### src/logic/pcnt_pkg.sv
/*
 * Package for the dual pulse counter: register map, field layout, reset values
 * and debounce settings shared by the counter core and its input conditioner.
 * Assumes a 200 MHz system clock and a free-running 32 kHz low-power clock.
 */
package pcnt_pkg;

   // ==========================================================================
   // Register bus
   // ==========================================================================
   localparam int unsigned ADDR_W = 8;
   localparam int unsigned DATA_W = 32;
   localparam int unsigned CNT_W  = 16;

   localparam logic [7:0] ADDR_CMD       = 8'h00;
   localparam logic [7:0] ADDR_CFG0      = 8'h04;
   localparam logic [7:0] ADDR_CFG1      = 8'h08;
   localparam logic [7:0] ADDR_REF0      = 8'h0c;
   localparam logic [7:0] ADDR_REF1      = 8'h10;
   localparam logic [7:0] ADDR_COUNT0    = 8'h14;
   localparam logic [7:0] ADDR_COUNT1    = 8'h18;
   localparam logic [7:0] ADDR_COUNT32   = 8'h1c;
   localparam logic [7:0] ADDR_STATUS    = 8'h20;
   localparam logic [7:0] ADDR_IRQ_STAT  = 8'h24;
   localparam logic [7:0] ADDR_IRQ_MASK  = 8'h28;

   // ==========================================================================
   // Command register bits (write-only, self-clearing)
   // ==========================================================================
   localparam int unsigned CMD_START0 = 0;
   localparam int unsigned CMD_START1 = 1;
   localparam int unsigned CMD_STOP0  = 2;
   localparam int unsigned CMD_STOP1  = 3;
   localparam int unsigned CMD_CLR0   = 4;
   localparam int unsigned CMD_CLR1   = 5;
   localparam int unsigned CMD_CLR32  = 6;

   // ==========================================================================
   // Status register bits
   // ==========================================================================
   localparam int unsigned ST_RUN0   = 0;
   localparam int unsigned ST_RUN1   = 1;
   localparam int unsigned ST_REACH0 = 2;
   localparam int unsigned ST_REACH1 = 3;

   // ==========================================================================
   // Configuration layout and reset values
   // ==========================================================================
   typedef enum logic [1:0] {
      PCNT_DB_OFF,
      PCNT_DB_2,
      PCNT_DB_4,
      PCNT_DB_8
   } pcnt_dbnc_t;

   // Bit 0 falling edge, bits 2:1 debounce, bit 3 irq enable, bit 4 combine
   typedef struct packed {
      logic       combine;
      logic       irq_en;
      pcnt_dbnc_t dbnc;
      logic       falling;
   } pcnt_cfg_t;

   localparam int unsigned CFG_W = 5;
   localparam pcnt_cfg_t   CFG_RST = '{combine: 1'b0, irq_en: 1'b0,
                                       dbnc: PCNT_DB_OFF, falling: 1'b0};
   localparam logic [15:0] REF_RST  = 16'h0000;
   localparam logic [1:0]  MASK_RST = 2'h0;

   // ==========================================================================
   // Debounce sample counts, in 32 kHz ticks
   // ==========================================================================
   localparam logic [3:0] DB_SAMPLES_2 = 4'h2;
   localparam logic [3:0] DB_SAMPLES_4 = 4'h4;
   localparam logic [3:0] DB_SAMPLES_8 = 4'h8;

endpackage

### src/logic/pcnt_dual_pulse_counter.sv
/*
 * Dual 16-bit pulse counter with optional 32-bit chaining, reference-pass
 * detection, sticky status and a maskable interrupt / wake-up output.
 * Assumes one 200 MHz clock, a plain register port, and a 32 kHz clock that
 * arrives asynchronously and is treated as a sampled input.
 */
`timescale 1ns/1ps
module pcnt_dual_pulse_counter
   import pcnt_pkg::*;
(
   input  wire logic              i_clk,
   input  wire logic              i_rst,
   input  wire logic [ADDR_W-1:0] i_addr,
   input  wire logic [DATA_W-1:0] i_wdata,
   input  wire logic              i_wr,
   input  wire logic              i_rd,
   output logic       [DATA_W-1:0] o_rdata,
   input  wire logic              i_counter0_input_pin,
   input  wire logic              i_counter1_input_pin,
   input  wire logic              i_lp_clk,
   input  wire logic              i_sleep,
   output logic                   o_irq,
   output logic                   o_wake,
   output logic       [1:0]       o_system_controller_irq_source
);

   // ==========================================================================
   // Register decode
   // ==========================================================================
   logic wr_cmd;
   logic wr_cfg0;
   logic wr_cfg1;
   logic wr_status;
   logic wr_istat;
   logic start0;
   logic start1;
   logic stop0;
   logic stop1;

   assign wr_cmd    = i_wr && (i_addr == ADDR_CMD);
   assign wr_cfg0   = i_wr && (i_addr == ADDR_CFG0);
   assign wr_cfg1   = i_wr && (i_addr == ADDR_CFG1);
   assign wr_status = i_wr && (i_addr == ADDR_STATUS);
   assign wr_istat  = i_wr && (i_addr == ADDR_IRQ_STAT);
   assign start0    = wr_cmd && i_wdata[CMD_START0];
   assign start1    = wr_cmd && i_wdata[CMD_START1];
   assign stop0     = wr_cmd && i_wdata[CMD_STOP0];
   assign stop1     = wr_cmd && i_wdata[CMD_STOP1];

   // ==========================================================================
   // Configuration and reference registers
   // ==========================================================================
   pcnt_cfg_t         cfg0_reg;
   pcnt_cfg_t         cfg1_reg;
   logic [CNT_W-1:0]  ref0_reg;
   logic [CNT_W-1:0]  ref1_reg;
   logic [1:0]        mask_reg;
   logic              comb;

   assign comb = cfg0_reg.combine;

   always_ff @(posedge i_clk) begin
      if (i_rst) begin
         cfg0_reg <= CFG_RST;
         cfg1_reg <= CFG_RST;
      end else begin
         if (wr_cfg0) cfg0_reg <= pcnt_cfg_t'(i_wdata[CFG_W-1:0]);
         // Only counter zero's configuration holds the chaining option
         if (wr_cfg1) cfg1_reg <= pcnt_cfg_t'({1'b0, i_wdata[CFG_W-2:0]});
      end
   end

   // References update at any time; comparison simply uses the new value
   always_ff @(posedge i_clk) begin
      if (i_rst) begin
         ref0_reg <= REF_RST;
         ref1_reg <= REF_RST;
         mask_reg <= MASK_RST;
      end else begin
         if (i_wr && (i_addr == ADDR_REF0)) ref0_reg <= i_wdata[CNT_W-1:0];
         if (i_wr && (i_addr == ADDR_REF1)) ref1_reg <= i_wdata[CNT_W-1:0];
         if (i_wr && (i_addr == ADDR_IRQ_MASK)) mask_reg <= i_wdata[1:0];
      end
   end

   // ==========================================================================
   // Input conditioning, one instance per pin
   // ==========================================================================
   logic edge0;
   logic edge1;

   pcnt_input_cond u_cond0 (
      .i_clk     (i_clk),
      .i_rst     (i_rst),
      .i_pin     (i_counter0_input_pin),
      .i_lp_clk  (i_lp_clk),
      .i_falling (cfg0_reg.falling),
      .i_dbnc    (cfg0_reg.dbnc),
      .o_edge    (edge0)
   );

   pcnt_input_cond u_cond1 (
      .i_clk     (i_clk),
      .i_rst     (i_rst),
      .i_pin     (i_counter1_input_pin),
      .i_lp_clk  (i_lp_clk),
      .i_falling (cfg1_reg.falling),
      .i_dbnc    (cfg1_reg.dbnc),
      .o_edge    (edge1)
   );

   // ==========================================================================
   // Run control
   // ==========================================================================
   logic run0_reg;
   logic run1_reg;
   logic act1;

   // Edge tracking runs while stopped, so a start never fabricates a count
   always_ff @(posedge i_clk) begin
      if (i_rst) begin
         run0_reg <= 1'b0;
         run1_reg <= 1'b0;
      end else begin
         if (start0) run0_reg <= 1'b1;
         else if (stop0) run0_reg <= 1'b0;
         if (start1) run1_reg <= 1'b1;
         else if (stop1) run1_reg <= 1'b0;
      end
   end

   // In chained mode the upper half follows counter zero's run state
   assign act1 = comb ? run0_reg : run1_reg;

   // ==========================================================================
   // Counters
   // ==========================================================================
   logic [CNT_W-1:0] cnt0_reg;
   logic [CNT_W-1:0] cnt1_reg;
   logic             inc0;
   logic             inc1;
   logic             clr0;
   logic             clr1;

   // Sleep does not gate counting; i_sleep only chooses between o_irq and o_wake
   assign inc0 = run0_reg && edge0;
   assign inc1 = comb ? (inc0 && (cnt0_reg == '1)) : (run1_reg && edge1);
   assign clr0 = wr_cmd && !run0_reg
                 && (i_wdata[CMD_CLR0] || (comb && i_wdata[CMD_CLR32]));
   assign clr1 = wr_cmd && !act1
                 && (i_wdata[CMD_CLR1] || (comb && i_wdata[CMD_CLR32]));

   always_ff @(posedge i_clk) begin
      if (i_rst) begin
         cnt0_reg <= '0;
      end else if (clr0) begin
         cnt0_reg <= '0;
      end else if (inc0) begin
         cnt0_reg <= cnt0_reg + 16'h1;
      end
   end

   always_ff @(posedge i_clk) begin
      if (i_rst) begin
         cnt1_reg <= '0;
      end else if (clr1) begin
         cnt1_reg <= '0;
      end else if (inc1) begin
         cnt1_reg <= cnt1_reg + 16'h1;
      end
   end

   // ==========================================================================
   // Reference pass detection
   // ==========================================================================
   logic pass0;
   logic pass1;

   // Incrementing from the reference value lands on reference plus one;
   // nothing reloads afterwards, counting simply continues
   assign pass0 = inc0 && (comb ? ({cnt1_reg, cnt0_reg} == {ref1_reg, ref0_reg})
                                : (cnt0_reg == ref0_reg));
   assign pass1 = !comb && inc1 && (cnt1_reg == ref1_reg);

   // ==========================================================================
   // Sticky reached flags
   // ==========================================================================
   logic reach0_reg;
   logic reach1_reg;

   // Set wins over any clear in the same cycle so a poll cannot miss it
   always_ff @(posedge i_clk) begin
      if (i_rst) begin
         reach0_reg <= 1'b0;
         reach1_reg <= 1'b0;
      end else begin
         if (pass0) reach0_reg <= 1'b1;
         else if ((wr_status && i_wdata[ST_REACH0]) || clr0 || wr_cfg0) reach0_reg <= 1'b0;
         if (pass1) reach1_reg <= 1'b1;
         else if ((wr_status && i_wdata[ST_REACH1]) || clr1 || wr_cfg1) reach1_reg <= 1'b0;
      end
   end

   // ==========================================================================
   // Interrupt status, mask and outputs
   // ==========================================================================
   logic [1:0] istat_reg;
   logic [1:0] ievt;
   logic       pend;

   // Chained counter reports through bit zero, pass1 is idle then
   assign ievt = {pass1 && cfg1_reg.irq_en, pass0 && cfg0_reg.irq_en};
   assign pend = |(istat_reg & mask_reg);

   always_ff @(posedge i_clk) begin
      if (i_rst) begin
         istat_reg <= 2'h0;
      end else begin
         istat_reg <= ievt | (istat_reg & ~(wr_istat ? i_wdata[1:0] : 2'h0));
      end
   end

   // A pending event wakes a sleeping device and interrupts an awake one
   always_ff @(posedge i_clk) begin
      if (i_rst) begin
         o_irq                          <= 1'b0;
         o_wake                         <= 1'b0;
         o_system_controller_irq_source <= 2'h0;
      end else begin
         o_irq                          <= pend && !i_sleep;
         o_wake                         <= pend && i_sleep;
         o_system_controller_irq_source <= istat_reg & mask_reg;
      end
   end

   // ==========================================================================
   // Read port: data valid in the cycle after the strobe
   // ==========================================================================
   logic [DATA_W-1:0] rd_mux;
   logic [3:0]        status;

   assign status = {reach1_reg, reach0_reg, run1_reg && !comb, run0_reg};

   always_comb begin
      unique case (i_addr)
         ADDR_CFG0:     rd_mux = {27'h0, cfg0_reg};
         ADDR_CFG1:     rd_mux = {27'h0, cfg1_reg};
         ADDR_REF0:     rd_mux = {16'h0, ref0_reg};
         ADDR_REF1:     rd_mux = {16'h0, ref1_reg};
         ADDR_COUNT0:   rd_mux = {16'h0, cnt0_reg};
         ADDR_COUNT1:   rd_mux = {16'h0, cnt1_reg};
         ADDR_COUNT32:  rd_mux = {cnt1_reg, cnt0_reg};
         ADDR_STATUS:   rd_mux = {28'h0, status};
         ADDR_IRQ_STAT: rd_mux = {30'h0, istat_reg};
         ADDR_IRQ_MASK: rd_mux = {30'h0, mask_reg};
         default:       rd_mux = 32'h0;
      endcase
   end

   always_ff @(posedge i_clk) begin
      if (i_rst) begin
         o_rdata <= 32'h0;
      end else begin
         o_rdata <= i_rd ? rd_mux : 32'h0;
      end
   end

endmodule // pcnt_dual_pulse_counter

### src/logic/pcnt_input_cond.sv
/*
 * Input conditioner for one pulse counter: synchronises the input pin and the
 * 32 kHz clock, optionally debounces, and emits a one-cycle count pulse on the
 * selected edge. Assumes i_pin and i_lp_clk are asynchronous to i_clk.
 */
`timescale 1ns/1ps
module pcnt_input_cond
   import pcnt_pkg::*;
(
   input  wire logic       i_clk,
   input  wire logic       i_rst,
   input  wire logic       i_pin,
   input  wire logic       i_lp_clk,
   input  wire logic       i_falling,
   input  wire pcnt_dbnc_t i_dbnc,
   output logic            o_edge
);

   // ==========================================================================
   // Synchronisers: a change counts once stages two and three agree
   // ==========================================================================
   logic [2:0] pin_sync_reg;
   logic [2:0] lpc_sync_reg;
   logic       raw_reg;
   logic       lpc_reg;
   logic       lpc_prev_reg;

   always_ff @(posedge i_clk) begin
      if (i_rst) begin
         pin_sync_reg <= 3'h0;
         lpc_sync_reg <= 3'h0;
         raw_reg      <= 1'b0;
         lpc_reg      <= 1'b0;
         lpc_prev_reg <= 1'b0;
      end else begin
         pin_sync_reg <= {pin_sync_reg[1:0], i_pin};
         lpc_sync_reg <= {lpc_sync_reg[1:0], i_lp_clk};
         if (pin_sync_reg[1] == pin_sync_reg[2]) raw_reg <= pin_sync_reg[2];
         if (lpc_sync_reg[1] == lpc_sync_reg[2]) lpc_reg <= lpc_sync_reg[2];
         lpc_prev_reg <= lpc_reg;
      end
   end

   // ==========================================================================
   // Debounce on the 32 kHz tick
   // ==========================================================================
   logic       tick;
   logic [3:0] need;
   logic [3:0] run_reg;
   logic       filt_reg;

   assign tick = lpc_reg & ~lpc_prev_reg;

   // Sample count sets the highest input rate the filter passes
   always_comb begin
      unique case (i_dbnc)
         PCNT_DB_2: need = DB_SAMPLES_2;
         PCNT_DB_4: need = DB_SAMPLES_4;
         PCNT_DB_8: need = DB_SAMPLES_8;
         PCNT_DB_OFF: need = DB_SAMPLES_2;
      endcase
   end

   // With debounce off the filter tracks the raw level so enabling it later
   // cannot produce a phantom edge
   always_ff @(posedge i_clk) begin
      if (i_rst) begin
         filt_reg <= 1'b0;
         run_reg  <= 4'h0;
      end else if (i_dbnc == PCNT_DB_OFF) begin
         filt_reg <= raw_reg;
         run_reg  <= 4'h0;
      end else if (tick) begin
         if (raw_reg == filt_reg) begin
            run_reg <= 4'h0;
         end else if (run_reg + 4'h1 == need) begin
            filt_reg <= raw_reg;
            run_reg  <= 4'h0;
         end else begin
            run_reg <= run_reg + 4'h1;
         end
      end
   end

   // ==========================================================================
   // Edge selection
   // ==========================================================================
   logic lvl;
   logic lvl_prev_reg;

   assign lvl = (i_dbnc == PCNT_DB_OFF) ? raw_reg : filt_reg;

   always_ff @(posedge i_clk) begin
      if (i_rst) begin
         lvl_prev_reg <= 1'b0;
         o_edge       <= 1'b0;
      end else begin
         lvl_prev_reg <= lvl;
         o_edge       <= (lvl != lvl_prev_reg) && (lvl == ~i_falling);
      end
   end

endmodule // pcnt_input_cond

### config.mk
export PLATFORM = sky130hd
export DESIGN_NAME = pcnt_dual_pulse_counter
export DESIGN_NICKNAME = d
export VERILOG_FILES = /design/src/logic/pcnt_pkg.sv /design/src/logic/pcnt_dual_pulse_counter.sv /design/src/logic/pcnt_input_cond.sv
export SDC_FILE = /design/constraint.sdc
export NUM_CORES = 1
export LEC_CHECK = 0
export BUFFER_PORTS_ARGS = -buffer_cell sky130_fd_sc_hd__buf_2
export CORE_ASPECT_RATIO = 0.7
export CORE_UTILIZATION = 40
export CTS_BUF_LIST = sky130_fd_sc_hd__clkbuf_4
export DETAILED_ROUTE_END_ITERATION = 8
export PLACE_DENSITY = 0.57
export REMOVE_ABC_BUFFERS = 1
export SETUP_SLACK_MARGIN = 0.1
export SLEW_MARGIN = 30
export SYNTH_ARGS = -nofsm -noshare
export SYNTH_HDL_FRONTEND = slang
export SYNTH_SLANG_ARGS = --single-unit
### constraint.sdc
create_clock -name i_clk -period 2.37 [get_ports i_clk]
set_input_delay 0.474 -clock i_clk [delete_from_list [all_inputs] [get_ports i_clk]]
set_output_delay 0.474 -clock i_clk [all_outputs]
set_load 0.01 [all_outputs]
==> reports/metrics.csv, run 1 <==
stage;metric;value;unit
timing;Final setup viols;0;
yosys;library cell with the highest instance count after synthesis;dfxtp_1;
final_layout;flip-flop count of the largest register, all copies and words added;32;
placed_design;port bufs;67;
worst_setup_path;crit path kind;register to register;
die;core area;15700;um2
yosys;synthesized-area fraction occupied by xor and xnor cells;7.43;%
yosys;post-synthesis mux area share;2.32;%
timing;final-report hold violation count;0;
routing;average routed wire per standard cell;17.7;um
timing;unrepaired setup endpoints after global routing;no;
power;design internal power;3140;uW
worst_setup_path;library cell contributing the largest single delay on the critical path;or3_2;
global_route;vias in the first global route;5441;
worst_setup_path;peak fanout along the critical path;12;
timing;TNS Setup;0;ns
yosys;cell area after synthesis;6480;um2
yosys;number of synthesized register bits;144;
die;number of rows in the core area;38;
power;Max VDD drop;277;uV
placed_design;pre-CTS worst setup slack;0.217;ns
final_layout;final instance area;7390;um2
die;die width;154;um
routing;Iter 0 DRT Violations;435;
cts;clock latency of the later-clocked register in the worst-skew pair;0.57;ns
final_layout;net total in the final layout;874;
power;power per cell area;558;nW/um2
yosys;count of distinct cell types in the synthesized netlist;67;
power;leak pwr;0.00268;uW
yosys;top cells by instance count after synthesis;144 x dfxtp_1, 119 x nand2_1, 80 x a21oi_1;
yosys;synthesized netlist cell count;750;
routing;total routed wirelength;18400;um
cts;quantity of hold-fixing buffers added after cts;0;
global_route;first-pass GRT wire length;29000;um
routing;number of optimization iterations in the first detailed-route pass;6;
die;Die Y-Extent;109;um
cts;Clk Tree Root Cell;clkbuf_4;
power;power dissipated by switching net loads;987;uW
die;area of the die;16700;um2
worst_setup_path;cell breakdown of the critical path;ha_1 > nand3_4 > nor4_4 > buf_4 > a32oi_2 > or3_2 > a21oi_1;
routing;total number of vias;5772;
timing;Period minus WS final;2.10;ns
timing;Period Utilization, post-route;88.6;%
die;starting density of the core;41.3;%
power;Combinational Power Share;3.6;%
cts;Max Buffers Root-to-Sink;2;
yosys;Synth top area share;44.5;%
yosys;Mapped Avg Cell Area;8.65;um2
worst_setup_path;Setup crit end kind;register;
cts;total of cells resized after clock tree synthesis;0;
cts;clock tree from TritonCTS;yes;
worst_setup_path;longest individual stage delay on the worst path;0.51;ns
global_route;largest net degree at the start of global routing;79;
yosys;share of the yosys chip area belonging to registers;44.5;%
flow_run;max-capacitance violation count;0;
placed_design;final estimated routing congestion in global placement;0.921;
placed_design;post-DP HPWL;13300;um
final_layout;area added between synthesis and finish;14.0;%
cts;level count of the clock H-tree;4;
cts;Post-CTS Setup Inserts;0;
routing;post-detailed-route DRC marker count;0;
cts;clock slew at the register clock pins of the worst setup and hold paths;0.12;ns
timing;fin. max-slew vios;0;
worst_setup_path;Worst EP required;2.87;ns
final_layout;Antenna diodes;0;
worst_setup_path;startpoint types;register;
hold_path;worst min-delay path class;input pin to register;
status;status;finished clean;
power;Clock power frac;37.6;%
yosys;number of warnings reported in the yosys synthesis log;0;
power;portion of total power attributed to sequential cells;58.9;%
timing;Slew @ Worst Pin;0.825;ns
global_route;overall track demand over capacity in global routing;22.9;%
routing;Routed Antenna Nets;0;
power;Net Sw Frac;23.9;%
routing;detail-routed via count per cell;5.58;
final_layout;register with the most flip-flops;o_rdata;
yosys;top cells by area in the synthesized netlist;dfxtp_1 44%, nand2_1 6.9%, a21oi_1 6.2%;
timing;worst setup margin;0.270;ns
die;I/O pins;84;
yosys;fraction of registers with async set or reset after synthesis;0;%
yosys;number of synthesized flops with an enable pin;0;
global_route;antenna violations before repair;0;
yosys;area share of and/or/nand/nor cells after synthesis;26.0;%
timing;clock skew after layout;0.0254;ns
power;Overall Power;4130;uW
global_route;sum of overflow across all layers after global routing;0;
yosys;largest area contributor in the netlist;dfxtp_1;
timing;Max Clk Rate;476;MHz
final_layout;proportion of layout cells with a drive suffix above 1;18.7;%
yosys;dominant combinational cell family by area after synthesis;simple AND/OR/NAND/NOR gates;
cts;CTS sink count;144;
yosys;fraction of the mapped netlist area in adder cells;0.772;%
worst_setup_path;worst endpoint data arrival time;2.59;ns
yosys;Post-synth top flop;dfxtp_1;
timing;relative max-transition margin;45.0;%
placed_design;placed inst area;7120;um2
cts;cts bufs inserted;17;
yosys;fraction of the mapped netlist area in compound gates;15.0;%
cell families after synthesis:
| kind of cell | after synthesis |
|---|---|
| muxes | 15 |
| AOI/OAI and AO/OA | 152 |
| and+or+nand+nor | 323 |
| adders and majority gates | 4 |
| DFF | 144 |
| xor gates and xnor gates | 55 |
| buffers and inverters | 57 |
layout by cell type, fill, tap and decap left out, types with 3 or more instances in the layout:
cell type / count
dfxtp_1: 142
nand2_1: 119
a21oi_1: 80
buf_2: 67
nor2_1: 52
xnor2_1: 42
buf_4: 32
nand3_1: 29
and2_1: 24
clkbuf_4: 21
o21ai_0: 18
nand4_1: 18
mux2i_1: 15
or3_1: 14
nor2b_1: 14
a222oi_1: 14
xor2_1: 13
inv_1: 9
and3_1: 8
nand2b_1: 7
nand3b_1: 5
a31oi_1: 5
a22oi_1: 5
nor3_1: 5
clkinv_2: 5
nor4_1: 4
a22o_1: 4
ha_1: 4
nor3b_1: 3
a32oi_1: 3
a211oi_1: 3
a221oi_1: 3
metrics by stage:
| stage | util, % | instances | hold WS, ns |
|---|---|---|---|
| floorplan | - | 702 | 0.414 |
| global placement | 45.4 | 1003 | 0.417 |
| detailed placement | 45.4 | 1003 | 0.428 |
| CTS | 47.1 | 1035 | 0.0674 |
| global route | 47.1 | 1035 | 0.0688 |
| finish | 47.1 | 1035 | 0.102 |
power by group through the flow:
stage                     Combinational (uW)  Clock (uW)  Sequential (uW)
final                                    147        1550             2430
after global routing                     157        1700             2430
after CTS                                145        1590             2430
after detailed placement                 145           0             2480
after global placement                   142           0             2480
after floorplan                         36.2           0             2480
final timing paths:
path | slack, ns | cells after the start | startpoint | end
setup reg to reg | 0.27 | 7 | cnt0_reg[1] | cnt1_reg[10]
setup / recovery | 0.27 | 7 | cnt0_reg[1] | cnt1_reg[10]
hold reg to reg | 0.45 | 1 | u_cond0.lpc_sync_reg[0] | u_cond0.lpc_sync_reg[1]
hold / removal | 0.10 | 2 | i_sleep | o_irq
area by class of cell:
| class | count | area [um2] |
|---|---|---|
| well taps | 200 | 250 |
| flip-flops and latches | 144 | 2890 |
| inverters | 9 | 33.8 |
| repair buffers | 101 | 616 |
| clock buffers | 21 | 158 |
| multi-input cells | 549 | 3340 |
| fillers | 1519 | 8300 |
| clock inverters | 11 | 114 |
critical path, delay by kind of cell, from the launching register on:
family                   cells  cell delay [ns]
AO/OA/AOI/OAI                2             0.29
buffers and inverters        1             0.21
flip-flops                   1             0.41
AND/OR/NAND/NOR              3             0.91
adder cells (fa/ha/maj)      1             0.21
layer usage:
layer	vias to the layer above	share of wire (%)	global-route usage [%]
met5	-	0	0
met4	0	1.7	8.29
met3	25	11	6.65
met2	252	41	32.9
met1	2729	47	32.2
li1	2766	-	-
No activity file was read; power rests on OpenSTA's default activity.
==> run 2: changes to the inputs <==
clock period = 2.27 ns   (was 2.37 ns; I/O delays follow)
==> run 2 against run 1 <==
Against the previous run:
- non-clock buffer count up 14
- worst hold slack worse by 0.049 ns
- routed wire length up 1.2%
- combinational power grew 7%
- design area up 2.2%
- die area did not move
- sequential power up 5%
- sequential share of layout area shrank 0.88 points
- register-to-register slack worse by 0.03 ns
- global-route usage barely moved
- clock power increased by 21%
- largest power group unchanged
==> reports/metrics.csv, run 2 (synthesized netlist as in run 1, its figures left out) <==
stage;metric;value;unit;change
timing;unrepaired setup endpoints after global routing;no;;
routing;post-detailed-route DRC marker count;0;;unchanged
cts;clock slew at the register clock pins of the worst setup and hold paths;0.13;ns;about the same
timing;Period Utilization, post-route;89.4;%;+0.84 points
timing;Final setup viols;0;;unchanged
timing;final hold slack;0.0535;ns;-0.0489 ns
cts;Clk Tree Root Cell;clkbuf_4;;
routing;Routed Antenna Nets;0;;unchanged
global_route;sum of overflow across all layers after global routing;0;;unchanged
cts;CTS sink count;144;;unchanged
worst_setup_path;depth of the most critical reg-to-reg path;7;;unchanged
worst_setup_path;crit path kind;register to register;;
timing;Period minus WS final;2.03;ns;-0.0696 ns
hold_path;Cells on Worst Hold Path;2;;unchanged
final_layout;flip-flop count of the largest register, all copies and words added;32;;unchanged
power;Max VDD drop;260;uV;-6.3%
timing;TNS Setup;0;ns;unchanged
timing;final-report hold violation count;0;;unchanged
power;power dissipated by switching net loads;1090;uW;+10%
global_route;vias in the first global route;5380;;-1.1%
worst_setup_path;Worst EP required;2.78;ns;-0.09 ns
timing;Slew @ Worst Pin;0.538;ns;-0.286 ns
timing;Max Clk Rate;493;MHz;+3.4%
final_layout;most frequent standard cell in the layout excluding fill and tap cells;dfxtp_1;;
worst_setup_path;Setup crit end kind;register;;
placed_design;final estimated routing congestion in global placement;0.917;;-0.38%
routing;Iter 0 DRT Violations;606;;+39%
global_route;largest net degree at the start of global routing;79;;unchanged
timing;clock skew after layout;0.0184;ns;-0.00694 ns
routing;detail-routed via count per cell;5.57;;-0.19%
placed_design;port bufs;67;;unchanged
final_layout;proportion of layout cells with a drive suffix above 1;19.6;%;+0.87 points
die;Die Y-Extent;109;um;unchanged
final_layout;number of cells in the finished layout apart from fillers;1049;;+1.4%
worst_setup_path;flop-to-flop setup slack;0.24;ns;-0.03 ns
worst_setup_path;launch point of the worst path;u_cond0.o_edge;;
die;I/O pins;84;;unchanged
power;portion of total power attributed to sequential cells;55.6;%;-3.3 points
die;number of rows in the core area;38;;unchanged
global_route;antenna violations before repair;0;;unchanged
hold_path;worst min-delay path class;input pin to register;;
power;design internal power;3470;uW;+11%
global_route;first-pass GRT wire length;28900;um;-0.26%
cts;cts bufs inserted;17;;unchanged
cts;clock latency of the later-clocked register in the worst-skew pair;0.58;ns;about the same
cts;Max Buffers Root-to-Sink;2;;unchanged
routing;number of optimization iterations in the first detailed-route pass;6;;unchanged
final_layout;Antenna diodes;0;;unchanged
die;area of the die;16700;um2;unchanged
final_layout;area added between synthesis and finish;16.6;%;
routing;average routed wire per standard cell;17.7;um;-0.17%
cts;quantity of hold-fixing buffers added after cts;0;;unchanged
die;core area;15700;um2;unchanged
timing;fin. max-slew vios;0;;unchanged
die;die width;154;um;unchanged
cts;level count of the clock H-tree;4;;unchanged
power;power per cell area;604;nW/um2;+8.2%
timing;relative max-transition margin;63.8;%;+19 points
power;Net Sw Frac;23.9;%;-0.029 points
hold_path;start point of the worst min-delay path;i_sleep;;
die;starting density of the core;41.3;%;unchanged
worst_setup_path;startpoint types;register;;
status;status;finished clean;;
placed_design;Post-Place Cells;1017;;+1.4%
power;Clock power frac;41.0;%;+3.4 points
flow_run;max-capacitance violation count;0;;unchanged
cts;clock tree from TritonCTS;yes;;
placed_design;post-DP HPWL;13200;um;about the same
hold_path;worst hold endpoint;o_irq;;
worst_setup_path;reg-to-reg startpoint;u_cond0.o_edge;;
final_layout;most frequent cells in the layout;144 x dfxtp_1, 119 x nand2_1, 80 x a21oi_1;;
power;Overall Power;4570;uW;+11%
worst_setup_path;reg2reg end;cnt1_reg[12];;
routing;total number of vias;5839;;+1.2%
cts;total of cells resized after clock tree synthesis;0;;unchanged
power;leak pwr;0.00277;uW;+3.6%
worst_setup_path;peak fanout along the critical path;8;;-4
global_route;overall track demand over capacity in global routing;22.9;%;about the same
final_layout;register with the most flip-flops;o_rdata;;
final_layout;total of fill cells in the finished design;1508;;-0.72%
cts;Post-CTS Setup Inserts;0;;unchanged
power;Combinational Power Share;3.5;%;about the same
final_layout;net total in the final layout;888;;+1.6%
worst_setup_path;worst endpoint data arrival time;2.54;ns;-0.05 ns
routing;total routed wirelength;18600;um;+1.2%
run 2: changes by cell type in the layout (fill, tap and decap cells not counted), moves of 2 or more:
cell and delta:
buf_4 +13, clkbuf_4 -3, clkinv_2 -3, inv_6 +3, bufinv_16 +2, clkinv_1 +2
dfxtp_1 +2, dfxtp_2 -2
run 2: final cells by class:
| type | count | area [um2] | share of cell area [%] |
|---|---|---|---|
| multi-input combinational | 549 | 3340 | 44.2 |
| sequential | 144 | 2880 | 38.1 |
| timing repair buffer | 115 | 733 | 9.70 |
| tap | 200 | 250 | 3.31 |
| clock inverter | 14 | 185 | 2.45 |
| clock buffer | 18 | 135 | 1.79 |
| inverter | 9 | 33.8 | 0.447 |
run 2: critical path, cell delays in order (launching register included):
cell and delay, ns:
dfxtp_1 0.53, nand3_4 0.16, nor4_4 0.29, buf_4 0.19
a32oi_2 0.08, buf_4 0.20, or3_1 0.34, a21oi_1 0.17
run 2: worst max path at each step:
stage,cells past startpoint,endpoint
CTS,8,cnt1_reg[14]
global route,8,cnt1_reg[12]
finish,7,cnt1_reg[12]
detailed placement,7,o_rdata[1]
global placement,6,o_rdata[0]
floorplan,4,mask_reg[0]
run 2: per-stage QoR:
stage                     cell area, um2  utilization [%]  worst slack, ns
after floorplan                     6250                -            0.224
after global placement              7240             46.1            0.201
after detailed placement            7240             46.1            0.145
after CTS                           7560             48.2            0.253
after global routing                7560             48.2            0.138
final                               7560             48.2            0.240
run 2: power by group through the flow:
stage | combinational [uW] | clock [uW] | sequential [uW]
after CTS | 156 | 1910 | 2540
after detailed placement | 156 | 0 | 2590
after global placement | 152 | 0 | 2590
after floorplan | 37.8 | 0 | 2590
after global routing | 167 | 2040 | 2540
final | 158 | 1870 | 2540
run 2: routing by layer:
metal / global-route usage [%] / vias up / wire length, um
met3: 7.45 / 28 / 1740
met1: 32.2 / 2766 / 8820
met2: 32.5 / 237 / 7690
met5: 0 / - / 0
met4: 7.86 / 0 / 332
li1: - / 2808 / -
==> run 3: changes to the inputs <==
==> constraint.sdc (replaced) <==
create_clock -name i_clk -period 2.27 [get_ports i_clk]
set_input_delay 0.3405 -clock i_clk [delete_from_list [all_inputs] [get_ports i_clk]]
set_output_delay 0.3405 -clock i_clk [all_outputs]
set_load 0.01 [all_outputs]
==> run 3 against run 2 <==
Against the previous run:
- count of clock-buffer cells in the layout is 1 higher
- clock skew is 0.0016 ns lower
- die area stayed put
- critical endpoint is now cnt1_reg[14]
- highest routed layer unchanged
==> reports/metrics.csv, run 3 (synthesized netlist as in run 1, its figures left out) <==
stage;metric;value;unit;change
power;power per cell area;577;nW/um2;-4.5%
placed_design;post-DP HPWL;13400;um;+0.79%
cts;cts bufs inserted;17;;unchanged
routing;post-detailed-route DRC marker count;0;;unchanged
hold_path;Cells on Worst Hold Path;3;;+1
routing;Iter 0 DRT Violations;585;;-3.5%
timing;Max Clk Rate;492;MHz;about the same
cts;clock tree from TritonCTS;yes;;
timing;unrepaired setup endpoints after global routing;no;;
timing;Slew @ Worst Pin;0.599;ns;+0.0606 ns
cts;clock latency of the later-clocked register in the worst-skew pair;0.57;ns;about the same
cts;Max Buffers Root-to-Sink;2;;unchanged
timing;Period minus WS final;2.03;ns;+0.00107 ns
power;leak pwr;0.00275;uW;-0.67%
final_layout;net total in the final layout;893;;+0.56%
timing;clock skew after layout;0.0168;ns;-0.00158 ns
placed_design;Post-Place Cells;1009;;-0.79%
global_route;sum of overflow across all layers after global routing;0;;unchanged
final_layout;Antenna diodes;0;;unchanged
routing;average routed wire per standard cell;17.8;um;+0.58%
power;Net Sw Frac;25.0;%;+1.1 points
die;starting density of the core;41.3;%;unchanged
final_layout;post-route core utilization;48.4;%;+0.18 points
cts;Post-CTS Setup Inserts;0;;unchanged
final_layout;most frequent standard cell in the layout excluding fill and tap cells;dfxtp_1;;
die;area of the die;16700;um2;unchanged
worst_setup_path;startpoint types;register;;
power;portion of total power attributed to sequential cells;58.0;%;+2.4 points
worst_setup_path;crit path kind;register to register;;
timing;Final setup viols;0;;unchanged
power;power dissipated by switching net loads;1100;uW;+0.52%
routing;number of optimization iterations in the first detailed-route pass;8;;+2
cts;CTS sink count;144;;unchanged
routing;total routed wirelength;18800;um;+1.1%
global_route;largest net degree at the start of global routing;79;;unchanged
global_route;first-pass GRT wire length;29500;um;+2.0%
timing;final-report hold violation count;0;;unchanged
hold_path;worst min-delay path class;input pin to register;;
timing;relative max-transition margin;60.1;%;-3.7 points
final_layout;register with the most flip-flops;o_rdata;;
die;Die Y-Extent;109;um;unchanged
worst_setup_path;depth of the most critical reg-to-reg path;7;;unchanged
final_layout;most frequent cells in the layout;144 x dfxtp_1, 119 x nand2_1, 80 x a21oi_1;;
timing;Period Utilization, post-route;89.5;%;about the same
power;Clock power frac;38.1;%;-2.9 points
cts;Clk Tree Root Cell;clkbuf_4;;
final_layout;proportion of layout cells with a drive suffix above 1;18.5;%;-1.1 points
cts;level count of the clock H-tree;4;;unchanged
worst_setup_path;flop-to-flop setup slack;0.24;ns;about the same
global_route;vias in the first global route;5405;;+0.46%
cts;total of cells resized after clock tree synthesis;0;;unchanged
die;I/O pins;84;;unchanged
power;design internal power;3280;uW;-5.5%
power;Max VDD drop;242;uV;-6.8%
flow_run;max-capacitance violation count;0;;unchanged
routing;Routed Antenna Nets;0;;unchanged
worst_setup_path;worst endpoint data arrival time;2.54;ns;about the same
final_layout;number of cells in the finished layout apart from fillers;1054;;+0.48%
timing;fin. max-slew vios;0;;unchanged
cts;quantity of hold-fixing buffers added after cts;13;;+13
die;die width;154;um;unchanged
routing;detail-routed via count per cell;5.56;;-0.15%
worst_setup_path;Worst EP required;2.78;ns;about the same
placed_design;final estimated routing congestion in global placement;0.927;;+1.0%
cts;clock slew at the register clock pins of the worst setup and hold paths;0.13;ns;about the same
global_route;antenna violations before repair;0;;unchanged
status;status;finished clean;;
final_layout;area added between synthesis and finish;17.0;%;
final_layout;flip-flop count of the largest register, all copies and words added;32;;unchanged
power;Combinational Power Share;3.9;%;+0.4 points
die;number of rows in the core area;38;;unchanged
routing;total number of vias;5858;;+0.33%
timing;TNS Setup;0;ns;unchanged
placed_design;port bufs;67;;unchanged
worst_setup_path;peak fanout along the critical path;8;;unchanged
die;core area;15700;um2;unchanged
global_route;overall track demand over capacity in global routing;23.3;%;+0.45 points
worst_setup_path;Setup crit end kind;register;;
==> run 3: cell types whose count changed in the layout (fill, tap and decap cells not counted), moves of 2 or more <==
cell	previous run	this run
dlygate4sd3_1	0	13
clkinvlp_4	0	3
bufinv_16	4	2
buf_4	45	37
==> run 3: worst max-delay path, cell delays in order (launching register included) <==
cell and delay [ns]:
dfxtp_1 0.54, nand3_4 0.15, nor4_4 0.27, buf_4 0.21
a32oi_2 0.10, buf_4 0.20, or3_4 0.36, a21oi_2 0.13
==> run 3: power groups by stage <==
stage          Clock [uW]  Sequential (uW)  Combinational (uW)
6_report             1670             2540                 172
4_1_cts              1720             2540                 170
5_1_grt              1840             2540                 184
2_1_floorplan           0             2590                37.8
3_5_place_dp            0             2590                 152
3_3_place_gp            0             2590                 150
==> run 3: stage by stage <==
stage	setup WS (ns)	hold slack (ns)	power [uW]	instance area [um2]
global placement	0.225	0.416	2740	7180
detailed placement	0.193	0.422	2750	7180
CTS	0.243	0.00332	4420	7590
floorplan	0.314	0.410	2630	6250
finish	0.239	0.0488	4380	7590
global route	0.110	0.00159	4570	7590
==> run 3: layout make-up <==
class                           count  area, um2
Clock buffer                       19        143
Tap cell                          200        250
Timing Repair Buffer              120        803
Inverter                            9       33.8
Clock inverter                     13        136
Multi-Input combinational cell    549       3340
Fill cell                        1542       8100
Sequential cell                   144       2880
==> run 3: final timing paths <==
| kind | start | endpoint |
|---|---|---|
| setup / recovery | u_cond0.o_edge | cnt1_reg[14] |
| hold / removal | i_wdata[6] | ref1_reg[6] |
| setup reg to reg | u_cond0.o_edge | cnt1_reg[14] |
| hold reg to reg | u_cond0.lpc_sync_reg[0] | u_cond0.lpc_sync_reg[1] |
==> run 3: per-layer routing <==
layer / vias to the layer above / GRT usage [%] / part of all wire [%]
li1: 2816 / - / -
met1: 2768 / 33.1 / 47
met2: 251 / 33.0 / 42
met3: 23 / 7.09 / 10
met4: 0 / 8.29 / 1.6
met5: - / 0 / 0
